**src/include/nvp_pkg.sv**
```systemverilog
`default_nettype none
package nvp_pkg;
    localparam int CLK_PERIOD_NS = 20;
    localparam int SCL_PERIOD_NS = 10000;
    localparam int QTR_CYC = SCL_PERIOD_NS / (4 * CLK_PERIOD_NS);
    localparam int NV_WRITE_DURATION_US = 10000;
    // one poll attempt is start, nine bits and stop: about eleven bus clocks
    localparam int POLL_ATTEMPT_NS = 11 * SCL_PERIOD_NS;
    // twice the typical write time, so a slow part is not declared dead
    localparam int POLL_MAX = 2 * (NV_WRITE_DURATION_US * 1000) / POLL_ATTEMPT_NS;

    localparam logic [5:0] DEV_CODE = 6'h28;
    localparam int PAGE_BYTES = 8;

    localparam logic [7:0] POT_POSITION_90K = 8'hf8;
    localparam logic [7:0] POT_POSITION_10K_FIRST = 8'hf9;
    localparam logic [7:0] POT_POSITION_10K_SECOND = 8'hfa;

    localparam logic [7:0] REG_CTRL = 8'h00;
    localparam logic [7:0] REG_MADDR = 8'h04;
    localparam logic [7:0] REG_STATUS = 8'h08;
    localparam logic [7:0] REG_DATA = 8'h20;
    localparam int CTRL_GO = 0;
    localparam int CTRL_OP_LSB = 1;
    localparam int CTRL_SEL = 3;
    localparam int CTRL_CNT_LSB = 4;
    localparam int CTRL_WP = 7;
    localparam int STAT_BUSY = 0;
    localparam int STAT_DONE = 1;
    localparam int STAT_NACK = 2;
    localparam int STAT_STUCK = 3;
    localparam int STAT_WRAP = 4;
    localparam int STAT_POLLS_LSB = 8;

    typedef enum logic [1:0] {OP_WR, OP_CUR, OP_RAND, OP_RECOV} nvp_op_t;
    typedef enum logic [2:0] {S_IDLE, S_RECOV, S_START, S_BYTE, S_STOP} nvp_st_t;
    typedef enum logic [2:0] {G_DEV, G_MEM, G_WDATA, G_RDEV, G_RDATA, G_POLL} nvp_seg_t;

    typedef struct packed {
        nvp_st_t st;
        nvp_seg_t seg;
        nvp_op_t op;
        logic [15:0] q;
        logic [1:0] ph;
        logic [3:0] bitn;
        logic [7:0] sh;
        logic [2:0] idx;
        logic [2:0] cnt;
        logic [7:0] polls;
        logic [7:0] maddr;
        logic [PAGE_BYTES-1:0][7:0] page_buf;
        logic sel;
        logic wp;
        logic ackn;
        logic post;
        logic busy;
        logic done;
        logic nack;
        logic stuck;
        logic wrapw;
        logic scl;
        logic sda_oe;
        logic sda_o;
        logic [1:0] sync;
        logic [31:0] rdata;
    } nvp_state_t;

    localparam nvp_state_t NVP_RESET = '{st: S_IDLE, seg: G_DEV, op: OP_WR, scl: 1'b1,
        default: '0};
endpackage : nvp_pkg
`default_nettype wire

```
**src/nvp_host.sv**
```systemverilog
// The strobed register port was decided locally.
`default_nettype none
module nvp_host
    import nvp_pkg::*;
#(
    parameter int QTR = QTR_CYC,
    parameter logic [7:0] POLL_LIMIT = 8'(POLL_MAX)
) (
    input wire logic clk,
    input wire logic resetn,
    input wire logic ce,
    input wire logic [7:0] reg_addr,
    input wire logic [31:0] reg_wdata,
    input wire logic reg_wr,
    input wire logic reg_rd,
    output logic [31:0] reg_rdata,
    output logic scl,
    input wire logic sda_i,
    output logic sda_o,
    output logic sda_oe,
    output logic write_protect
);
    localparam logic [15:0] QTR_LAST = 16'(QTR - 1);

    nvp_state_t r, n;
    logic tick;
    logic rd_byte;
    logic bus_sda;

    function automatic logic [7:0] addr_word(input logic sel, input logic rnw);
        return {DEV_CODE, sel, rnw};
    endfunction : addr_word

    function automatic logic is_data(input logic [7:0] a);
        return a[7:5] == REG_DATA[7:5];
    endfunction : is_data

    function automatic nvp_state_t fin(input nvp_state_t s);
        s.st = S_IDLE;
        s.busy = 1'b0;
        s.done = 1'b1;
        s.scl = 1'b1;
        s.sda_oe = 1'b0;
        return s;
    endfunction : fin

    always_comb begin
        n = r;
        n.rdata = '0;
        n.sync = {r.sync[0], sda_i};
        bus_sda = r.sync[1];
        tick = (r.q == QTR_LAST);
        rd_byte = (r.seg == G_RDATA);
        if (r.st != S_IDLE) begin
            n.q = tick ? '0 : r.q + 16'd1;
        end
        if (reg_rd) begin
            if (reg_addr == REG_CTRL) begin
                n.rdata = {24'h0, r.wp, r.cnt, r.sel, r.op, 1'b0};
            end else if (reg_addr == REG_MADDR) begin
                n.rdata = {24'h0, r.maddr};
            end else if (reg_addr == REG_STATUS) begin
                n.rdata = {16'h0, r.polls, 3'h0, r.wrapw, r.stuck, r.nack, r.done, r.busy};
            end else if (is_data(reg_addr)) begin
                n.rdata = {24'h0, r.page_buf[reg_addr[4:2]]};
            end
        end
        if (reg_wr) begin
            // sticky flags clear here; the engine below may set them again
            if (reg_addr == REG_STATUS) begin
                if (reg_wdata[STAT_DONE]) n.done = 1'b0;
                if (reg_wdata[STAT_NACK]) n.nack = 1'b0;
                if (reg_wdata[STAT_STUCK]) n.stuck = 1'b0;
                if (reg_wdata[STAT_WRAP]) n.wrapw = 1'b0;
            end else if (!r.busy && reg_addr == REG_MADDR) begin
                n.maddr = reg_wdata[7:0];
            end else if (!r.busy && is_data(reg_addr)) begin
                n.page_buf[reg_addr[4:2]] = reg_wdata[7:0];
            end else if (!r.busy && reg_addr == REG_CTRL) begin
                n.op = nvp_op_t'(reg_wdata[CTRL_OP_LSB +: 2]);
                n.sel = reg_wdata[CTRL_SEL];
                n.cnt = reg_wdata[CTRL_CNT_LSB +: 3];
                n.wp = reg_wdata[CTRL_WP];
                if (reg_wdata[CTRL_GO]) begin
                    n.busy = 1'b1;
                    n.done = 1'b0;
                    n.nack = 1'b0;
                    n.stuck = 1'b0;
                    n.post = 1'b0;
                    n.polls = '0;
                    n.q = '0;
                    n.ph = '0;
                    n.bitn = '0;
                    n.ackn = 1'b0;
                    // page writes that cross a page boundary will loop around
                    n.wrapw = (n.op == OP_WR) &&
                        ({1'b0, r.maddr[2:0]} + {1'b0, n.cnt} > 4'd7);
                    n.st = (n.op == OP_RECOV) ? S_RECOV : S_START;
                    n.seg = (n.op == OP_CUR) ? G_RDEV : G_DEV;
                end
            end
        end
        if (tick && r.st != S_IDLE) begin
            n.ph = r.ph + 2'd1;
            unique case (r.st)
                S_IDLE: begin
                end
                S_RECOV: begin
                    if (r.ph == 2'd0) n.sda_oe = 1'b0;
                    if (r.ph == 2'd1) n.scl = 1'b1;
                    if (r.ph == 2'd2) n.ackn = bus_sda;
                    if (r.ph == 2'd3) begin
                        n.scl = 1'b0;
                        if (r.ackn) begin
                            n.st = S_START;
                        end else if (r.bitn == 4'd8) begin
                            n.stuck = 1'b1;
                            n = fin(n);
                        end else begin
                            n.bitn = r.bitn + 4'd1;
                        end
                    end
                end
                S_START: begin
                    if (r.ph == 2'd0) n.sda_oe = 1'b0;
                    if (r.ph == 2'd1) n.scl = 1'b1;
                    if (r.ph == 2'd2) n.sda_oe = 1'b1;
                    if (r.ph == 2'd3) begin
                        n.scl = 1'b0;
                        n.bitn = '0;
                        if (r.op == OP_RECOV) begin
                            n.st = S_STOP;
                        end else begin
                            n.st = S_BYTE;
                            n.sh = addr_word(r.sel, r.seg == G_RDEV);
                        end
                    end
                end
                S_STOP: begin
                    if (r.ph == 2'd0) n.sda_oe = 1'b1;
                    if (r.ph == 2'd1) n.scl = 1'b1;
                    if (r.ph == 2'd2) n.sda_oe = 1'b0;
                    if (r.ph == 2'd3) begin
                        if (r.post) begin
                            n.st = S_START;
                            n.seg = G_POLL;
                        end else begin
                            n = fin(n);
                        end
                    end
                end
                S_BYTE: begin
                    if (r.ph == 2'd0) begin
                        // data moves a quarter period after the clock fell
                        if (r.bitn != 4'd8) begin
                            n.sda_oe = rd_byte ? 1'b0 : ~r.sh[7];
                        end else begin
                            n.sda_oe = rd_byte && (r.idx != r.cnt);
                        end
                    end
                    if (r.ph == 2'd1) n.scl = 1'b1;
                    if (r.ph == 2'd2) begin
                        if (r.bitn != 4'd8 && rd_byte) n.sh = {r.sh[6:0], bus_sda};
                        if (r.bitn == 4'd8) n.ackn = bus_sda;
                    end
                    if (r.ph == 2'd3) begin
                        n.scl = 1'b0;
                        if (r.bitn != 4'd8) begin
                            n.bitn = r.bitn + 4'd1;
                            if (!rd_byte) n.sh = {r.sh[6:0], 1'b0};
                        end else begin
                            n.bitn = '0;
                            if (r.ackn && !rd_byte && r.seg != G_POLL) begin
                                n.nack = 1'b1;
                                n.st = S_STOP;
                            end else begin
                                unique case (r.seg)
                                    G_DEV: begin
                                        n.seg = G_MEM;
                                        n.sh = r.maddr;
                                    end
                                    G_MEM: begin
                                        if (r.op == OP_WR) begin
                                            n.seg = G_WDATA;
                                            n.idx = '0;
                                            n.sh = r.page_buf[0];
                                        end else begin
                                            n.st = S_START;
                                            n.seg = G_RDEV;
                                        end
                                    end
                                    G_WDATA: begin
                                        if (r.idx == r.cnt) begin
                                            n.st = S_STOP;
                                            n.post = 1'b1;
                                        end else begin
                                            n.idx = r.idx + 3'd1;
                                            n.sh = r.page_buf[r.idx + 3'd1];
                                        end
                                    end
                                    G_RDEV: begin
                                        n.seg = G_RDATA;
                                        n.idx = '0;
                                    end
                                    G_RDATA: begin
                                        n.page_buf[r.idx] = r.sh;
                                        if (r.idx == r.cnt) begin
                                            n.st = S_STOP;
                                        end else begin
                                            n.idx = r.idx + 3'd1;
                                        end
                                    end
                                    G_POLL: begin
                                        // every attempt ends in a stop so the bus is left clean
                                        n.st = S_STOP;
                                        if (!r.ackn) begin
                                            n.post = 1'b0;
                                        end else if (r.polls == POLL_LIMIT) begin
                                            n.post = 1'b0;
                                            n.nack = 1'b1;
                                        end else begin
                                            n.polls = r.polls + 8'd1;
                                        end
                                    end
                                    default: n.st = S_STOP;
                                endcase
                            end
                        end
                    end
                end
                default: n = fin(n);
            endcase
        end
        if (!ce) begin
            n = r;
        end
    end

    always_ff @(posedge clk) begin
        if (!resetn) begin
            r <= NVP_RESET;
        end else begin
            r <= n;
        end
    end

    assign reg_rdata = r.rdata;
    assign scl = r.scl;
    assign sda_o = r.sda_o;
    assign sda_oe = r.sda_oe;
    assign write_protect = r.wp;

    logic pulse_end;
    assign pulse_end = ce && tick && r.ph == 2'd3;
endmodule : nvp_host
`default_nettype wire
```
**config.mk**
```make
export PLATFORM = sky130hd
export DESIGN_NAME = nvp_host
export DESIGN_NICKNAME = d
export VERILOG_FILES = /design/src/include/nvp_pkg.sv /design/src/nvp_host.sv
export SDC_FILE = /design/constraint.sdc
export NUM_CORES = 1
export LEC_CHECK = 0
export ABC_AREA = 1
export BUFFER_PORTS_ARGS = -buffer_cell sky130_fd_sc_hd__buf_2
export CORE_MARGIN = 5
export CORE_UTILIZATION = 55
export CTS_CLUSTER_SIZE = 8
export DETAILED_ROUTE_END_ITERATION = 10
export PLACE_DENSITY = 0.77
export SLEW_MARGIN = 0
export SYNTH_ARGS = -nofsm -noshare
export SYNTH_HDL_FRONTEND = slang
export SYNTH_SLANG_ARGS = --single-unit
```
**constraint.sdc**
```tcl
create_clock -name clk -period 1.84 [get_ports clk]
set_input_delay 0.184 -clock clk [delete_from_list [all_inputs] [get_ports clk]]
set_output_delay 0.184 -clock clk [all_outputs]
set_load 0.005 [all_outputs]
```
# --- Yosys cells after proc, flatten, opt, wreduce, memory -nomap -nowiden ---
# Cells that the tools add are included.
word_totals:
  ff_bits: 169
  word_cells: 248
op_classes:
  n_lt_le_gt_ge: 6
  n_mux: 131
  bitwise_logic: 6
  n_eq_ne: 34
  reduce_logical: 33
  addsub: 6
op_table:
  columns: ["operator", "count"]
  rows:
  - ["2-to-1 mux 170 bit", 3]
  - ["2-to-1 mux 64 bit", 5]
  - ["one-hot mux 64 bit (3 select lines)", 1]
  - ["2-to-1 mux 167 bit", 1]
  - ["2-to-1 mux 8 bit", 19]
  - ["2-to-1 mux 30 bit", 5]
  - ["bitwise mux 64 bit", 2]
  - ["2-to-1 mux 16 bit", 6]
  - ["2-to-1 mux 92 bit", 1]
  - ["2-to-1 mux 88 bit", 1]
  - ["2-to-1 mux 42 bit", 2]
  - ["2-to-1 mux 73 bit", 1]
  - ["one-hot mux 35 bit (2 select lines)", 1]
  - ["2-to-1 mux 11 bit", 6]
  - ["binary-select mux 8 bit (select 3 bit)", 2]
  - ["demux 8 bit (select 3 bit)", 2]
  - ["one-hot mux 12 bit (4 select lines)", 1]
  - ["one-hot mux 8 bit (3 select lines)", 2]
  - ["one-hot mux 20 bit (2 select lines)", 1]
  - ["one-hot mux 3 bit (3 select lines)", 4]
  - ["2-to-1 mux 1 bit", 29]
  - ["2-to-1 mux 3 bit", 9]
  - ["2-to-1 mux 26 bit", 1]
  - ["2-to-1 mux 12 bit", 2]
  - ["other kinds (57)", 109]

# --- Depth between registers and ports, before layout ---
logic_depth:
  depth_word: 17
  mapped_depth: 16

# --- Least setup slack after synthesis ---
# Ideal clock, no wire load.
synth_timing:
  path_type: "register -> register"
  start: "reg r[144] (netlist bit)"
  end: "reg r[46] (netlist bit)"
  stages_incl_launch_ff: 10
  n_path_buf: 3
  period_less_slack_ps: 2016
  path_slack_ps: -176
  arrival_ps: 1884
  t_required_ps: 1708
  cell_sequence: "dfxtp_1 -> ha_1 -> clkbuf_1 -> nand2_1 -> nor2_8 -> buf_6 -> buf_2 -> nand4_1 -> nand3_1 -> a21oi_1"
synth_via:
  elab_chain_len: 4
  elab_cells_between_ends: 5
  classes_between: "1 x eq/ne; 4 x mux"
synth_rtl:
  columns: ["item", "line", "source"]
  rows:
  - ["start: declaration", "nvp_host.sv:25", "nvp_state_t r, n;"]
  - ["start signal: assignment", "nvp_host.sv:243", "r <= n;"]
  - ["equality test 2 bit *", null, null]
  - ["2-to-1 mux 64 bit or 2-to-1 mux 170 bit (tied branches)", "nvp_host.sv:166, nvp_host.sv:112", null]
  - ["one-hot mux 64 bit (3 select lines) *", "nvp_host.sv:105", "unique case (r.st)"]
  - ["2-to-1 mux 170 bit *", "nvp_host.sv:103", "if (tick && r.st != S_IDLE) begin"]
# Every way passes the cells marked *; elsewhere a longest branch is shown, timed or not. The select of a mux whose other input is x is not followed.
# A chain may end at the register's enable or synchronous reset.

# --- Worst setup path in the final report ---
layout_timing:
  start: "reg r[150] (netlist bit)"
  end: "reg r[54] (netlist bit)"
layout_via:
  elab_chain_len: 3
layout_rtl:
  columns: ["item", "line", "source"]
  rows:
  - ["equality test 16 x 7 -> 1 bit", "nvp_host.sv:52", "tick = (r.q == QTR_LAST);"]
  - ["logical AND 1 bit", "nvp_host.sv:103", null]
  - ["2-to-1 mux 170 bit", "nvp_host.sv:103", null]
# Every way passes these cells.

==> parameters.txt <==
Parameter                              Value

Layout
  Final Core Density ... 73.54%
  Area Overhead vs Synth ... 31.52%
  Net count, final ... 1941
  Filler cell count in the final layout ... 1588
  Fraction of final layout cells with drive strength greater than 1 ... 27.55%
  N_diodes ... 0
  Area of the multi-input gates ... 7286 µm²
  Area of all placed cells without fillers ... 14360 µm²
  Storage element area ... 3087 µm²

Yosys
  Biggest area consumer among synthesized cells ... dfxtp_1
  Synth Cell Area ... 10920 µm²
  EDFF count, synth ... 0
  Top-area cell type share of the netlist area ... 28.05%
  Post-synth top cells ... nand2_1, a21oi_1, dfxtp_1
  Sequential element share of the synthesized area ... 28.05%
  Distinct cell type count after synthesis ... 53
  Synthesized area per cell ... 6.430 µm²
  Cells after synthesis ... 1698
  Multiplexer share of the synthesized area ... 0%
  Dominant combinational cell family by area after synthesis ... simple AND/OR/NAND/NOR gates
  Adder-Cell Fraction of Synth Area ... 1.490%
  Post-Synth Simple-Gate Area ... 30.77%
  Post-synthesis sequential element count ... 153
  Area contributors post-synth ... dfxtp_1, nand2_1, a21oi_1
  Synthesized-area fraction occupied by ao, oa, aoi and oai cells ... 26.91%
  Most common flop cell mapped by yosys ... dfxtp_1
  Most common cell in the synthesized netlist ... nand2_1
  Proportion of synthesized flip-flops having asynchronous set or reset ... 0%
  Parity-gate share of the synthesized area counting xor and xnor cells ... 1.112%
  Yosys Warn Count ... 0

GRT
  First-pass GRT wire length ... 64.92 mm
  Aggregate global routing overflow ... 0
  Number of antenna violations at the first check in global routing ... 0
  Tot GR Track Use ... 36.29%
  Vias in the first global route ... 12220
  Pin count of the biggest net entering global routing ... 68

Detailed routing
  First-pass iteration count of the detailed router ... 9
  Remaining number of nets flagged by the antenna check after routing ... 0
  Vias ... 13510
  # DRC ... 0
  Detail-routed net length per standard cell ... 20.20 µm
  Overall routed net length ... 43.64 mm
  Routed vias/inst ... 6.255
  Initial detailed-routing violation count ... 1671

Power
  Sw Share ... 29.53%
  Clock power frac ... 46.1%
  Net switching power ... 2.259 mW
  Combinational share of power ... 10.1%
  Sequential Power Share ... 43.7%
  Power density over the cells ... 532.7 nW/µm²
  Worst VDD drop ... 0.5865 mV
  Leakage power total ... 5.636 nW
  Internal portion of total power ... 5.390 mW

Clock tree
  TritonCTS sink count ... 153
  Source-to-sink clock delay at the later pin of the worst-skew pair ... 0.44 ns
  Total clock buffers created by CTS ... 17
  Clock input transition at the sequential cells of the worst setup and hold paths ... 0.07 ns
  Max Root-Sink Buffers ... 2
  CTS tree ... built
  Clock Root Buffer ... clkbuf_16
  H-tree depth ... 4

Job
  Maximum Capacitance Violations ... 0

Die
  Die X-Extent ... 150.9 µm
  Vert. Die Dim ... 150.9 µm
  Core Box Area ... 19530 µm²
  Die area ... 22770 µm²
  Total number of placement rows ... 51
  Number of top-level pins ... 82
  Starting density of the core ... 55.91%

Timing
  Worst Slack Setup Final ... -0.1323 ns
  Final Hold Vio Count ... 0
  # setup viols final ... 77
  Worst hold slack after final layout ... 0.03283 ns
  Worst Max-Slew Pin Slew ... 0.8268 ns
  Peak Freq ... 507.0 MHz
  Total Neg Setup Slack ... -5.035 ns
  Pins over their slew limit ... 0
  Crit share post-route ... 107.2%
  Worst slew margin ... 44.88%
  Clock Skews ... 0.01080 ns
  RSZ-0062 raised after global routing ... true
  Fin crit period ... 1.972 ns

Placed design
  Worst slack, placed ... -0.2716 ns
  Post-detailed-placement half-perimeter wirelength ... 29.86 mm
  Placed inst area ... 12590 µm²
  Final weighted congestion in routability-driven placement ... 1.060
  Port buffer count ... 40

Setup path
  Critical path capture point type ... flip-flop
  Maximum net fanout on the critical path ... 8
  Type of the setup path with the least slack ... flip-flop to flip-flop
  Required time at the worst-slack endpoint ... 2.21 ns
  Crit path DAT ... 2.34 ns
  Crit path launch type ... flip-flop

Outcome
  Result of the run ... complete, but fails checks
  Violated checks ... setup timing

Worst hold path
  Tightest Hold Check Type ... primary input to flip-flop
## final cells by class
type / instances / share of cell area, %
inverter: 157 / 4.339
multi-input combinational: 1273 / 50.74
sequential: 153 / 21.50
tap: 265 / 2.309
clock buffer: 18 / 3.059
clock inverter: 14 / 0.9150
timing repair buffer: 280 / 17.14
## worst max-delay path, cell delays in order (launching register included)
cell      delay (ns)
dfxtp_2         0.34
nand2_2         0.07
nor2_4          0.12
inv_1           0.09
nor2_4          0.14
nand3_4         0.15
nor2_8          0.22
buf_12          0.18
nand3_4         0.13
o211ai_1        0.14
o211ai_1        0.11
a21oi_1         0.19
## stage by stage
stage          power (mW)  cells
2_1_floorplan       3.834   1714
3_3_place_gp        4.109   2088
3_5_place_dp        4.112   2088
5_1_grt             7.844   2160
6_report            7.649   2160
4_1_cts             7.594   2137
## final timing paths
path	start	endpoint	slack, ns	cells after the start
hold / removal	reg_rd	reg_rdata[8]	0.03	3
setup / recovery	r[150]	r[54]	-0.13	11
hold reg to reg	reg_rdata[4]	reg_rdata[4]	0.46	2
setup reg to reg	r[150]	r[54]	-0.13	11
## flip-flops by register name (all words and copies together) (netlist names)
| signal | count |
|---|---|
| sda_oe | 1 |
| scl | 1 |
| bus_sda | 1 |
| reg_rdata | 16 |
| write_protect | 1 |
| r | 133 |
## power by group through the flow
| stage | registers [mW] | logic [mW] | clock network (mW) |
|---|---|---|---|
| after CTS | 3.34 | 0.719 | 3.53 |
| after global routing | 3.34 | 0.818 | 3.68 |
| after global placement | 3.42 | 0.691 | 0 |
| final | 3.34 | 0.775 | 3.53 |
| after detailed placement | 3.42 | 0.693 | 0 |
| after floorplan | 3.42 | 0.415 | 0 |
## cells in the final DEF, fill, tap and decap left out, types with 43 or more instances in the layout
cell and count:
a21oi_1 189, inv_1 130, buf_4 185, o211ai_1 98
nor2_1 64, nand2_1 400, o21ai_0 91, nand4_1 43
dfxtp_1 136, nand3_1 108
## repair_timing
action / CTS / global route
resized for setup: 74 / 163
endpoints found under the setup margin: 103 / 109
pin swaps: 21 / 57
buffers inserted: 12 / 21
hold buffers: 1 / 0
cloned: 4 / 3
hold endpoints to repair: 1 / 0
## cell families (layout without fill, tap and decap cells)
family          after synthesis  after routing
flops                       153            153
other cells                   1             17
compound gates              491            491
buf+inv                     290            469
fa+ha+maj                    13             13
simple gates                737            739
xor+xnor                     13             13
## routing by layer
layer	part of all wire, %	GRT usage [%]
met4	7.0	21.71
met2	45	56.62
met5	0	0
met3	11	8.019
met1	37	45.84
(Power assumes the default switching activity.)
